### src/core/gpio_consts.svh
// Constants for the double-edge pad I/O logic
`ifndef GPIO_CONSTS_SVH
`define GPIO_CONSTS_SVH

// =====================================
// Widths and depths
`define GPIO_WORD_W      2
`define GPIO_FIFO_DEPTH  8
`define GPIO_FIFO_PTR_W  3
`define GPIO_FIFO_CNT_W  4

// =====================================
// Bit positions in a two-bit word
`define GPIO_RISE_BIT    0
`define GPIO_FALL_BIT    1

// =====================================
// Reset values
`define GPIO_RST_WORD    2'h0
`define GPIO_RST_BIT     1'h0
`define GPIO_RST_OE_N    1'h1

`endif

### src/core/gpio_pkg.sv
// Types for the double-edge pad I/O logic
package gpio_pkg;

   // =====================================
   // Bypass destinations
   typedef enum logic [1:0] {
      DEST_GLOBAL_CLOCK,
      DEST_GLOBAL_CONTROL,
      DEST_PLL_REF,
      DEST_CAMERA_REF
   } bypass_dest_t;

   // =====================================
   // Static pin configuration
   typedef struct packed {
      logic         input_reg_en;
      logic         in_edge_neg;
      logic         output_reg_en;
      logic         out_edge_neg;
      logic         oe_reg_en;
      logic         oe_edge_neg;
      logic         output_invert;
      logic         double_edge_mode;
      logic         realign_mode;
      logic         lvds_as_gpio;
      logic         pull_down_req;
      bypass_dest_t bypass_dest;
   } io_cfg_t;

   // =====================================
   // Bypass feed bundle
   typedef struct packed {
      logic global_clock_net;
      logic global_control_net;
      logic pll_reference_feed;
      logic camera_link_ref_feed;
   } bypass_feed_t;

endpackage

### src/core/gpio_double_edge_io_logic.sv
// Per-pin I/O logic with single and double-edge registers
//
// Contract
// - Single-edge capture presents the pad on bit 0 of the capture word.
// - Double-edge capture: rising sample on bit 0, falling sample on bit 1.
// - Single-edge drive puts bit 0 of the drive word on the pad.
// - Double-edge drive: bit 0 on rising, bit 1 on falling drive edge.
// - Without input register, an unregistered bypass feeds the selected destination.
// - Drive enable turns the pad driver on or off, optionally registered.
// - Output data and enable registers run on the drive clock.
// - Capture registers run on the separate capture clock.
// - Double-edge mode moves a two-bit word per clock in each direction.
// - Normal sub-mode moves each bit on the edge where it was taken.
// - Realign mode passes both captured bits on the rising edge only.
// - Realign delays the falling sample half a period to meet the rising one.
// - Differential pins used single-ended get no double-edge and no pull-down.
// - The registered output path can invert the driven data.
// - Single-edge registers pick their edge; input and output registered independently outside double-edge mode.
`timescale 1ns/1ps
`default_nettype none
`include "gpio_consts.svh"

module gpio_double_edge_io_logic
   import gpio_pkg::*;
(
   input  wire logic                     clk_sys,
   input  wire logic                     sys_rst,
   input  wire io_cfg_t                  cfg,
   input  wire logic                     capture_clock,
   input  wire logic                     drive_clock,
   input  wire logic                     pad_in,
   output logic                          pad_out,
   output logic                          pad_oe_n,
   output logic                          pull_down_en,
   output logic [`GPIO_WORD_W-1:0]       pad_capture_bits,
   output logic                          capture_strobe,
   input  wire logic [`GPIO_WORD_W-1:0]  pad_drive_bits,
   input  wire logic                     drive_word_valid,
   output logic                          drive_word_ready,
   input  wire logic                     pad_drive_enable,
   output var bypass_feed_t              bypass_feed,
   output logic                          bypass_path,
   output logic                          drive_underrun,
   output logic [`GPIO_FIFO_CNT_W-1:0]   drive_fill
);

   // =====================================
   // Pad synchroniser
   logic pad_meta;
   logic pad_sync;

   always_ff @(posedge clk_sys) begin
      if (sys_rst) begin
         pad_meta <= `GPIO_RST_BIT;
         pad_sync <= `GPIO_RST_BIT;
      end else begin
         pad_meta <= pad_in;
         pad_sync <= pad_meta;
      end
   end

   // =====================================
   // Core clock edge enables
   logic cap_rise;
   logic cap_fall;
   logic drv_rise;
   logic drv_fall;

   gpio_edge_pulse u_cap_edge (
      .clk_sys (clk_sys),
      .sys_rst (sys_rst),
      .level   (capture_clock),
      .rise    (cap_rise),
      .fall    (cap_fall)
   );

   gpio_edge_pulse u_drv_edge (
      .clk_sys (clk_sys),
      .sys_rst (sys_rst),
      .level   (drive_clock),
      .rise    (drv_rise),
      .fall    (drv_fall)
   );

   // =====================================
   // Mode decode
   function automatic logic pick_edge(input logic neg, input logic rise, input logic fall);
      pick_edge = neg ? fall : rise;
   endfunction

   wire dbl_ok   = cfg.double_edge_mode & ~cfg.lvds_as_gpio;
   wire realign  = dbl_ok & cfg.realign_mode;
   wire cap_sel  = pick_edge(cfg.in_edge_neg, cap_rise, cap_fall);
   wire drv_sel  = pick_edge(cfg.out_edge_neg, drv_rise, drv_fall);
   wire oe_sel   = pick_edge(cfg.oe_edge_neg, drv_rise, drv_fall);
   wire in_regd  = cfg.input_reg_en | dbl_ok;
   wire out_regd = cfg.output_reg_en | dbl_ok;

   // =====================================
   // Capture path
   logic [`GPIO_WORD_W-1:0] next_capture;
   logic                    next_strobe;
   logic                    fall_hold;

   always_comb begin
      next_capture = pad_capture_bits;
      next_strobe  = 1'h0;
      if (dbl_ok) begin
         if (cap_rise) begin
            next_capture[`GPIO_RISE_BIT] = pad_sync;
            next_strobe                  = 1'h1;
            if (realign) begin
               next_capture[`GPIO_FALL_BIT] = fall_hold;
            end
         end
         if (cap_fall && !realign) begin
            next_capture[`GPIO_FALL_BIT] = pad_sync;
         end
      end else if (cfg.input_reg_en) begin
         if (cap_sel) begin
            next_capture = {1'h0, pad_sync};
            next_strobe  = 1'h1;
         end
      end else begin
         next_capture = {1'h0, pad_sync};
         next_strobe  = 1'h1;
      end
   end

   always_ff @(posedge clk_sys) begin
      if (sys_rst) begin
         pad_capture_bits <= `GPIO_RST_WORD;
         capture_strobe   <= `GPIO_RST_BIT;
         fall_hold        <= `GPIO_RST_BIT;
      end else begin
         pad_capture_bits <= next_capture;
         capture_strobe   <= next_strobe;
         if (cap_fall) begin
            fall_hold <= pad_sync;
         end
      end
   end

   // =====================================
   // Bypass path
   bypass_feed_t next_feed;

   always_comb begin
      next_feed = '0;
      if (!in_regd) begin
         case (cfg.bypass_dest)
            DEST_GLOBAL_CLOCK: begin
               next_feed.global_clock_net = pad_sync;
            end
            DEST_GLOBAL_CONTROL: begin
               next_feed.global_control_net = pad_sync;
            end
            DEST_PLL_REF: begin
               next_feed.pll_reference_feed = pad_sync;
            end
            DEST_CAMERA_REF: begin
               next_feed.camera_link_ref_feed = pad_sync;
            end
            default: begin
               next_feed = '0;
            end
         endcase
      end
   end

   always_ff @(posedge clk_sys) begin
      if (sys_rst) begin
         bypass_feed <= '0;
         bypass_path <= `GPIO_RST_BIT;
      end else begin
         bypass_feed <= next_feed;
         bypass_path <= in_regd ? 1'h0 : pad_sync;
      end
   end

   // =====================================
   // Drive word buffer
   logic                        fifo_valid;
   logic [`GPIO_WORD_W-1:0]     fifo_data;
   logic                        fifo_ready_raw;
   logic [`GPIO_FIFO_CNT_W-1:0] fifo_level;
   logic                        take_word;

   gpio_fifo #(
      .WIDTH (`GPIO_WORD_W),
      .DEPTH (`GPIO_FIFO_DEPTH)
   ) u_drive_fifo (
      .clk_sys   (clk_sys),
      .sys_rst   (sys_rst),
      .in_valid  (drive_word_valid),
      .in_ready  (fifo_ready_raw),
      .in_data   (pad_drive_bits),
      .out_valid (fifo_valid),
      .out_ready (take_word),
      .out_data  (fifo_data),
      .level     (fifo_level)
   );

   // Word taken at the rising drive edge in double-edge mode, else on the
   // selected edge, or every cycle when the output is unregistered
   wire word_edge = dbl_ok ? drv_rise : (out_regd ? drv_sel : 1'h1);
   assign take_word = word_edge & fifo_valid;

   // =====================================
   // Output data path
   logic [`GPIO_WORD_W-1:0] drive_word;
   logic                    next_pad_out;

   wire [`GPIO_WORD_W-1:0] inv_word = fifo_data ^ {`GPIO_WORD_W{cfg.output_invert & out_regd}};

   always_comb begin
      next_pad_out = pad_out;
      if (dbl_ok) begin
         if (drv_rise && fifo_valid) begin
            next_pad_out = inv_word[`GPIO_RISE_BIT];
         end else if (drv_fall) begin
            next_pad_out = drive_word[`GPIO_FALL_BIT];
         end
      end else if (take_word) begin
         next_pad_out = inv_word[`GPIO_RISE_BIT];
      end
   end

   always_ff @(posedge clk_sys) begin
      if (sys_rst) begin
         drive_word <= `GPIO_RST_WORD;
         pad_out    <= `GPIO_RST_BIT;
      end else begin
         if (take_word) begin
            drive_word <= inv_word;
         end
         pad_out <= next_pad_out;
      end
   end

   // =====================================
   // Output enable path
   logic oe_q;

   always_ff @(posedge clk_sys) begin
      if (sys_rst) begin
         oe_q     <= 1'h0;
         pad_oe_n <= `GPIO_RST_OE_N;
      end else begin
         if (!cfg.oe_reg_en || oe_sel) begin
            oe_q <= pad_drive_enable;
         end
         pad_oe_n <= ~(cfg.oe_reg_en ? oe_q : pad_drive_enable);
      end
   end

   // =====================================
   // Status and pad options
   always_ff @(posedge clk_sys) begin
      if (sys_rst) begin
         drive_underrun   <= 1'h0;
         drive_fill       <= '0;
         drive_word_ready <= 1'h0;
         pull_down_en     <= 1'h0;
      end else begin
         drive_underrun   <= word_edge & ~fifo_valid & out_regd;
         drive_fill       <= fifo_level;
         drive_word_ready <= fifo_ready_raw;
         pull_down_en     <= cfg.pull_down_req & ~cfg.lvds_as_gpio;
      end
   end

endmodule

`default_nettype wire

### src/core/gpio_edge_pulse.sv
// Edge detector turning a core clock level into one-cycle enables
`timescale 1ns/1ps
`default_nettype none

module gpio_edge_pulse
   import gpio_pkg::*;
(
   input  wire logic clk_sys,
   input  wire logic sys_rst,
   input  wire logic level,
   output logic      rise,
   output logic      fall
);

   logic prev;

   // =====================================
   // Previous level
   always_ff @(posedge clk_sys) begin
      if (sys_rst) begin
         prev <= 1'h0;
      end else begin
         prev <= level;
      end
   end

   // =====================================
   // Edge enables
   assign rise = level & ~prev;
   assign fall = ~level & prev;

endmodule

`default_nettype wire

### src/core/gpio_fifo.sv
// Small FIFO between the core and the pad drive path
`timescale 1ns/1ps
`default_nettype none
`include "gpio_consts.svh"

module gpio_fifo
   import gpio_pkg::*;
#(
   parameter int WIDTH = `GPIO_WORD_W,
   parameter int DEPTH = `GPIO_FIFO_DEPTH
)
(
   input  wire logic             clk_sys,
   input  wire logic             sys_rst,
   input  wire logic             in_valid,
   output logic                  in_ready,
   input  wire logic [WIDTH-1:0] in_data,
   output logic                  out_valid,
   input  wire logic             out_ready,
   output logic [WIDTH-1:0]      out_data,
   output logic [$clog2(DEPTH):0] level
);

   localparam int PW = $clog2(DEPTH);
   localparam int CW = PW + 1;

   logic [WIDTH-1:0] mem [DEPTH];
   logic [PW-1:0]    wr_ptr;
   logic [PW-1:0]    rd_ptr;
   logic [CW-1:0]    count;
   logic [CW-1:0]    next_count;
   logic             not_full;
   logic             push;
   logic             pop;

   // =====================================
   // Handshakes
   assign push       = in_valid & not_full;
   assign pop        = out_valid & out_ready;
   assign next_count = count + CW'(push) - CW'(pop);
   assign in_ready   = not_full;
   assign out_valid  = (count != '0);
   assign out_data   = mem[rd_ptr];
   assign level      = count;

   // =====================================
   // Storage
   always_ff @(posedge clk_sys) begin
      if (push) begin
         mem[wr_ptr] <= in_data;
      end
   end

   // =====================================
   // Pointers and fill state
   always_ff @(posedge clk_sys) begin
      if (sys_rst) begin
         wr_ptr   <= '0;
         rd_ptr   <= '0;
         count    <= '0;
         not_full <= 1'h1;
      end else begin
         wr_ptr   <= push ? PW'(wr_ptr + 1'b1) : wr_ptr;
         rd_ptr   <= pop ? PW'(rd_ptr + 1'b1) : rd_ptr;
         count    <= next_count;
         not_full <= (next_count != CW'(DEPTH));
      end
   end

endmodule

`default_nettype wire

### config.mk
export PLATFORM = sky130hd
export DESIGN_NAME = gpio_double_edge_io_logic
export DESIGN_NICKNAME = d
export VERILOG_FILES = /design/src/core/gpio_pkg.sv /design/src/core/gpio_double_edge_io_logic.sv /design/src/core/gpio_edge_pulse.sv /design/src/core/gpio_fifo.sv
export VERILOG_INCLUDE_DIRS = /design/src /design/src/core
export SDC_FILE = /design/constraint.sdc
export NUM_CORES = 1
export LEC_CHECK = 0
export BUFFER_PORTS_ARGS = -buffer_cell sky130_fd_sc_hd__buf_2
export CAP_MARGIN = 20
export CORE_MARGIN = 2
export CORE_UTILIZATION = 59
export DETAILED_ROUTE_END_ITERATION = 8
export HOLD_SLACK_MARGIN = 0.12
export PLACE_DENSITY = 0.83
export RECOVER_POWER = 25
export SYNTH_ARGS = -nofsm -noshare
export SYNTH_HDL_FRONTEND = slang
export SYNTH_HIERARCHICAL = 1
export SYNTH_SLANG_ARGS = --single-unit
export TNS_END_PERCENT = 20
### constraint.sdc
create_clock -name clk_sys -period 8.2 [get_ports clk_sys]
set_clock_uncertainty 0.1 [all_clocks]
set_input_delay 1.64 -clock clk_sys [delete_from_list [all_inputs] [get_ports clk_sys]]
set_output_delay 1.64 -clock clk_sys [all_outputs]
set_load 0.01 [all_outputs]
### Yosys cells after proc, flatten, opt, wreduce, memory -nomap -nowiden

Memory sizes are Yosys's and may differ from the RTL's. A register that Yosys moved wholly into a read port is not among the register bits.
Cells that the tools add are included.

* register bits: 36
* bits in writable memories: 16
* input bits: 22
* logic and storage cells: 106
* memories kept: 1

* $add $sub $neg: 4
* equality and inequality tests: 9
* muxes and demuxes: 24
* bitwise operators: 27
* reductions and logical operators: 16

Memories
* u_drive_fifo.mem: words 8, bits a word 2, rd ports 1, clocked after memory_dff 1, write ports 1, RTL line gpio_fifo.sv:27 `logic [WIDTH-1:0] mem [DEPTH];`

Operators by type and width (number)
* 2-to-1 mux 1 bit: 18
* bitwise AND 1 bit: 13
* OR reduction 3 bit: 4
* NOT 1 bit: 11
* 2-to-1 mux 2 bit: 4
* adder 3 x 1 -> 3 bit (second input constant): 2
* 2-to-1 mux 3 bit: 2
* != test 3 x 1 -> 1 bit (second input constant): 2
* != test 3 x 2 -> 1 bit (second input constant): 2
* adder 4 x 1 -> 4 bit: 1
* == test 2 bit (second input constant): 2
* != test 4 bit (second input constant): 1
* AND reduction 2 bit: 2
* nonzero test 4 bit: 1
* subtractor 4 x 1 -> 4 bit: 1
* AND reduction 3 bit: 1
* == test 2 x 1 -> 1 bit (second input constant): 1
* logical AND 1 bit: 2
* logical NOT 1 bit: 2
* logical NOT 2 bit: 1
* != test 2 bit (second input constant): 1
* OR 1 bit: 2
* nonzero test 2 bit: 1
* OR reduction 2 bit: 1
* other kinds (2): 2

### Depth between registers and ports, before layout

Gate-level depths: netlist (run 1).

* word-level depth: 9
* gate-level depth with buffers: 13
* gate-level depth less buffers: 12

### Cells and area by module

The synthesis (run 1) kept the hierarchy.

By module, submodules not included
* gpio_fifo: times used 1, cells each 102, area an instance 1301.2 um^2, seq. area each 760.7 um^2
* gpio_double_edge_io_logic: times used 1, cells each 88, area an instance 920.9 um^2, seq. area each 440.4 um^2
* gpio_edge_pulse: times used 2, cells each 4, area an instance 38.8 um^2, seq. area each 20.0 um^2

### Worst setup path before layout (run 1)

OpenSTA, ideal clock, no wires.

* path kind: input to register
* start: in cfg[5] (netlist name)
* end: reg u_drive_fifo.not_full (netlist: u_drive_fifo/in_ready)
* data arrival time: 3554 ps
* data required time: 7974 ps
* setup slack: 4420 ps
* stages on the path: 11
* path buffers: 0
* cells stage by stage: nor2b_2 -> a21oi_1 -> o221a_4 -> and2_1 -> xnor2_1 -> ha_1 -> inv_1 -> fa_1 -> xnor2_1 -> nor3b_1 -> o21ai_0

* cells in the longest elaborated chain, start to end: 8

RTL lines
* start: declaration: RTL line gpio_double_edge_io_logic.sv:28 `input wire io_cfg_t cfg,`
* bitwise AND 1 bit (*): RTL line gpio_double_edge_io_logic.sv:91 `wire dbl_ok = cfg.double_edge_mode & ~cfg.lvds_as_gpio;`
* OR 1 bit: RTL line gpio_double_edge_io_logic.sv:97 `wire out_regd = cfg.output_reg_en | dbl_ok;`
* 2-to-1 mux 1 bit: RTL line gpio_double_edge_io_logic.sv:206 `wire word_edge = dbl_ok ? drv_rise : (out_regd ? drv_sel : 1'h1);`
* 2-to-1 mux 1 bit (*): RTL line gpio_double_edge_io_logic.sv:206
* bitwise AND 1 bit (*): RTL line gpio_double_edge_io_logic.sv:207 `assign take_word = word_edge & fifo_valid;`
* via take_word: RTL line gpio_double_edge_io_logic.sv:187 `logic take_word;`
* bitwise AND 1 bit (*): RTL line gpio_fifo.sv:39 `assign pop = out_valid & out_ready;`
* subtractor 4 x 1 -> 4 bit (*): RTL line gpio_fifo.sv:40 `assign next_count = count + CW'(push) - CW'(pop);`
* != test 4 bit (*): RTL line gpio_fifo.sv:66 `not_full <= (next_count != CW'(DEPTH));`
* end signal: assignment: RTL line gpio_fifo.sv:66
* end: declaration: RTL line gpio_fifo.sv:32 `logic not_full;`

Mark *: on every way through the listed nets, which the timed path passes. The rest lies on a longest branch.
A chain may end at the register's enable or synchronous reset.

### Worst setup path after layout (run 1)

* start: in cfg[3] (netlist name)
* end: reg u_drive_fifo.not_full (netlist: u_drive_fifo/in_ready)

* cells in the longest elaborated chain, start to end: 9

RTL lines (RTL line)
* NOT 1 bit (*): gpio_double_edge_io_logic.sv:91
* bitwise AND 1 bit (*): gpio_double_edge_io_logic.sv:91
* OR 1 bit: gpio_double_edge_io_logic.sv:97
* 2-to-1 mux 1 bit: gpio_double_edge_io_logic.sv:206
* 2-to-1 mux 1 bit (*): gpio_double_edge_io_logic.sv:206
* bitwise AND 1 bit (*): gpio_double_edge_io_logic.sv:207
* via take_word: gpio_double_edge_io_logic.sv:187
* bitwise AND 1 bit (*): gpio_fifo.sv:39
* subtractor 4 x 1 -> 4 bit (*): gpio_fifo.sv:40
* != test 4 bit (*): gpio_fifo.sv:66

Marks and branches as above.

==> impl_results.md, run 1 <==
- Sequential element share of the synthesized area: between 50% and 60%
- Max_slew headroom: -2.83%
- Nets: around 270
- Fmax: approximately 0.26 GHz
- Pins over their slew limit: 37
- Largest net degree at the start of global routing: 37
- Placeable Area: between 3000 and 4000 sq um
- Port bufs: 38
- Synth unique cells: 46
- Leakage: roughly 1.1 nW
- CP arrival: between 3000 and 4000 ps
- First-pass GRT wire length: 6670 um
- Multiplexer area fraction after synthesis: 8.92%
- Asr flop ratio synth: 0%
- Die extent in x: between 60 and 70 um
- Worst-Margin Slew: 1540 ps
- H-tree Lvls: 2
- Unrepaired setup endpoints after global routing: false
- #FFs+latches synth: 54
- Adder-Cell Fraction of Synth Area: ~4.1%
- Main combinational cell family by area after synthesis: simple AND/OR/NAND/NOR gates
- Clock Latency Late Sink: around 310 ps
- Setup TNS Final: 0 ps
- Post-place setup slack: approximately 4000 ps
- Reg2reg path depth: 12
- Gates resized, CTS repair: 0
- Syn_nets: 227
- Cell Area, Synth: 2300 sq um
- Hpwl dp: around 2900 um
- CTS tree: done
- PD cells: around 270 nW/um^2
- DRC violations left: 0
- Kind of critical path: in -> reg
- Root buffer cell: clkbuf_8
- CTS Buffer Depth: 2
- Synth Area in XOR/XNOR: under 10%
- Remaining global-route overflow: 0
- Sink Count: between 50 and 60
- Worst Hold Class: reg -> reg
- Detailed Routing Iterations Pass 1: 4
- Number of global-route vias before repair: 1551
- Crit path time final: between 3000 and 4000 ps
- MaxCap Viol Count: 1
- Post-DR wirelength/cell: around 14 um
- CTS Buf Count: 5
- Cells after Synth: slightly below 200
- Rows: 22
- Number of setup buffers added after CTS: 0
- Final GP Congestion: ~0.8
- Layout cells sized above 1: 24.3%
- Crit end category: flip-flop
- Final Cycle Share: a little under half
- Synth Flop Type: dfxtp_1
- Post-Syn Area per Cell: 11.6 sq um
- IO Pins: 39
- Final setup margin: 4360 ps
- Number of synthesized flops with an enable pin: 16
- # hold bufs at CTS: 0
- Compound-Gate Fraction of Synth Area: roughly 7.5%
- Initial Utilization: between 60% and 70%
- Routed Antenna Nets: 0
- Startpoint types: input pin
- Synth Warn #: 6
- Total track usage: 20.5%
- Area of placed instances: approximately 2500 sq um
- Syn-to-layout area delta: 13.5%
- Initial DRC Count: 80
- Initial antenna violation count: 0
- Final instance area: roughly 2600 sq um
- DRT Wirelength: approximately 3900 um
- WHS Path Cells: 1
- Max FO, Critical Path: 7
- Simple-gate share of the synthesized area: about 20%
- Vias post-DR: roughly 1.5k
- Clk pin slew, worst setup/hold paths: about 90 ps
- Worst Path Required: 8290 ps
- Run status: finished, violations left
- Die height: between 60 and 70 um
- Final hold vios: 0
- Die area: approximately 4400 sq um
- Vias/cell: between 5 and 6
- Number of diodes: 0
- Worst VDD drop: about 0.16 mV
- Final setup fails: 0
- Failing checks: capacitance limit, slew limit
[power by group]
part | switching, mW | total [mW] | internal (mW)
clock | 0.0808 | 0.171 | 0.0898
sequential | 0.0250 | 0.337 | 0.312
combinational | 0.0976 | 0.190 | 0.0922
[cells in the final DEF (no fill, tap or decap), types with 8 or more instances in the layout]
cell and count:
dfxtp_1 38, nand2b_1 8, nand3_1 8, nor2b_1 16
edfxtp_1 16, nand2_1 8, nor2_1 16, buf_2 34
[through the flow]
step | instances | util, % | power [mW] | hold slack, ps
finish | 287 | 70.3 | 0.698 | 345
global route | 287 | 70.3 | 0.745 | 361
CTS | 287 | 70.4 | 0.704 | 351
detailed placement | 279 | 67.5 | 0.533 | 337
global placement | 279 | 67.5 | 0.523 | 320
floorplan | 198 | - | 0.483 | 314
[layer usage]
layer	part of all wire [%]	global-route usage, %	wire length (um)
met5	0	0	0
met4	1.8	8.67	69
met3	4.5	5.62	177
met2	51	35.3	2010
met1	42	24.0	1670
[final timing paths]
| kind | startpoint | endpoint | slack, ps |
|---|---|---|---|
| hold reg to reg | pad_meta | pad_sync | 340 |
| setup / recovery | cfg[3] | u_drive_fifo/in_ready | 4360 |
| hold / removal | pad_meta | pad_sync | 340 |
| setup reg to reg | u_drive_fifo/level[2] | u_drive_fifo/in_ready | 5310 |
[logic make-up (layout without fill, tap and decap cells)]
kind of cell	count (synthesis)	count (layout)
buffers and inverters	12	53
flip-flops	54	54
AO/OA/AOI/OAI	24	24
multiplexers	15	15
AND/OR/NAND/NOR	80	80
adder cells (fa/ha/maj)	7	7
XOR/XNOR	6	6
[area by class of cell]
cell class / instances / area, sq um
inverters: 7 / 26.3
flip-flops and latches: 54 / 1240
well taps: 48 / 60.1
clock inverters: 3 / 40.0
clock buffers: 5 / 68.8
repair buffers: 38 / 185
multi-input cells: 132 / 990
fillers: 264 / 1100
[state kept, by name, summed over array words and instances, names as in the netlist, named ones only]
name	count
u_drive_fifo/mem	16
bypass_feed	4
drive_fill	4
u_drive_fifo/level	4
u_drive_fifo/rd_ptr	3
u_drive_fifo/wr_ptr	3
pad_capture_bits	2
bypass_path	1
capture_strobe	1
drive_underrun	1
drive_word	1
drive_word_ready	1
fall_hold	1
oe_q	1
pad_meta	1
pad_oe_n	1
pad_out	1
pad_sync	1
pull_down_en	1
u_cap_edge/prev	1
u_drive_fifo/in_ready	1
u_drv_edge/prev	1
[critical path: stages]
cell      delay [ps]
buf_2            110
nand2b_1         290
nand3_1          130
o221a_4          300
and2_1           190
xnor2_1          180
ha_1             190
inv_1             60
fa_1             380
xnor2_1          150
nor3b_1          190
o21ai_0          100
[cells in the mapped netlist (2+ instances only)]
master / instances / area share [%]
a21oi_1: 7 / 1.5
and3_1: 3 / 0.82
buf_6: 3 / 1.5
dfxtp_1: 38 / 33
edfxtp_1: 16 / 21
ha_1: 6 / 3.3
inv_1: 7 / 1.1
mux2_1: 2 / 0.98
mux2_2: 2 / 0.98
mux2i_1: 7 / 3.0
mux4_2: 4 / 3.9
nand2_1: 8 / 1.3
nand2b_1: 8 / 2.2
nand3_1: 8 / 1.7
nor2_1: 16 / 2.6
nor2b_1: 16 / 4.4
nor3_1: 4 / 0.87
nor3b_1: 4 / 1.3
o21ai_0: 7 / 1.5
or2_2: 2 / 0.54
xnor2_1: 3 / 1.1
xor2_1: 3 / 1.1
Power figures use the tool's default switching activity.
==> inputs of run 2 (changes only) <==
Settings changed: CORE_UTILIZATION 59 to 50, PLACE_DENSITY 0.83 to 0.75.
Clock period 8.2 ns to 3.4 ns, I/O delays scaled along.
==> impl_results.md, run 2 (synthesis gave the netlist of run 1 again) <==
- Run status: finished, violations left
- Failing checks: capacitance limit, slew limit
- Unrepaired setup endpoints after global routing: false
- DRC violations left: 0
- Number of diodes: 0
- CP arrival: ~3000 ps
- Kind of critical path: reg -> reg
- Tot Pwr: around 1.7 mW
- Initial DRC Count: 55
- Fmax: 0.349 GHz
- Worst-Margin Slew: 1520 ps
- CTS tree: done
- Reg with most FFs: u_drive_fifo/mem
- Final setup fails: 0
- Number of setup buffers added after CTS: 0
- CTS Buf Count: 5
- WHS Path Cells: 1
- Syn-to-layout area delta: 14.6%
- # hold bufs at CTS: 0
- Total track usage: approximately 17%
- Max FO, Critical Path: 9
- Clock Latency Late Sink: around 300 ps
- DRT Wirelength: roughly 4000 um
- CTS Buffer Depth: 2
- Hpwl dp: slightly below 3000 um
- Worst Hold Class: reg -> reg
- Hold WS: 351 ps
- Post-DR wirelength/cell: between 10 and 15 um
- Area of placed instances: ~2500 sq um
- Sink Count: 54
- Max reg flops: 16
- Setup TNS Final: 0 ps
- Die height: 71.8 um
- IO Pins: 39
- Number of global-route vias before repair: between 1.5k and 2k
- Slowest CP cell: or3b_1
- Port bufs: 38
- Leakage: approximately 1.1 nW
- Pins over their slew limit: 37
- Commonest non-fill, non-tap cells in the layout: dfxtp_1 (38), buf_2 (35), nor2_1 (16), nor2b_1 (16), edfxtp_1 (16)
- Vias/cell: ~5.3
- H-tree Lvls: 2
- Crit end category: flip-flop
- Crit path time final: roughly 2900 ps
- Detailed Routing Iterations Pass 1: 4
- First-pass GRT wire length: 6730 um
- Vias post-DR: roughly 1.6k
- Startpoint types: flip-flop
- Worst Path Required: 3490 ps
- Routed Antenna Nets: 0
- Reg2reg path depth: 12
- Root buffer cell: clkbuf_8
- Die extent in x: ~70 um
- Clk pin slew, worst setup/hold paths: roughly 90 ps
- Initial antenna violation count: 0
- Largest net degree at the start of global routing: 37
- Critical Path Max Stage Delay: 500 ps
- Layout cells sized above 1: between 20% and 30%
- Commonest non-fill, non-tap cell in the layout: dfxtp_1
- Die area: just over 5000 sq um
- Max_slew headroom: -1.59%
- Initial Utilization: a little over half
- Nets: between 200 and 300
- MaxCap Viol Count: 1
- Final instance area: 2640 sq um
- Final Cycle Share: between 80% and 90%
- Remaining global-route overflow: 0
- Rows: 24
- PD cells: between 600 and 700 nW/um^2
- Final GP Congestion: 0.809
- Gates resized, CTS repair: 0
- Worst VDD drop: about 0.36 mV
- Crit-path cells: inv_1 -> ha_1 -> or3b_1 -> o221a_4 -> and2_1 -> xnor2_1 -> ha_1 -> inv_1 -> fa_1 -> xnor2_1 -> nor3b_1 -> o21ai_0
- Final hold vios: 0
- Placeable Area: about 4400 sq um
==> run 2: changes by cell type in the layout (fill, tap and decap cells not counted) <==
| cell | change |
|---|---|
| buf_4 | +2 |
| buf_2 | +1 |
| bufinv_16 | -1 |
| clkbuf_16 | +1 |
| clkinv_2 | -2 |
| clkbuf_8 | +1 |
==> run 2: worst max-delay path: cells and delay by family (launching register included) <==
family / cells / cell delay (ps)
AND/OR/NAND/NOR: 3 / 880
adder cells (fa/ha/maj): 3 / 710
flip-flops: 1 / 330
XOR/XNOR: 2 / 310
AO/OA/AOI/OAI: 2 / 310
buffers and inverters: 2 / 130
==> run 2: layer usage <==
metal / GRT usage, % / routed length, um / vias to the layer above
met5: 0 / 0 / -
met4: 6.29 / 68 / 0
met3: 4.08 / 141 / 6
met2: 27.8 / 1950 / 29
met1: 21.1 / 1820 / 738
li1: - / - / 780
==> run 2: area by class of cell <==
type,count,area (sq um)
fillers,393,1750
multi-input cells,132,990
flip-flops and latches,54,1240
well taps,52,65.1
repair buffers,40,201
clock buffers,8,111
inverters,7,26.3
==> run 2: per-stage QoR <==
stage	utilization, %	std cells	setup slack (ps)
4_1_cts	60.2	293	523
3_3_place_gp	57.6	285	362
6_report	60.1	293	533
5_1_grt	60.1	293	320
2_1_floorplan	-	198	580
3_5_place_dp	57.6	285	249
==> run 2: worst paths after layout <==
path | from | endpoint | slack, ps
max | u_drive_fifo/level[2] | u_drive_fifo/in_ready | 530
min | pad_meta | pad_sync | 350
max reg2reg | u_drive_fifo/level[2] | u_drive_fifo/in_ready | 530
min reg2reg | pad_meta | pad_sync | 350
==> run 2: power breakdown <==
group          internal [mW]  leakage [nW]  switching [mW]
clock network          0.211        0.0566           0.199
registers              0.753         0.457          0.0596
logic                  0.222         0.553           0.232
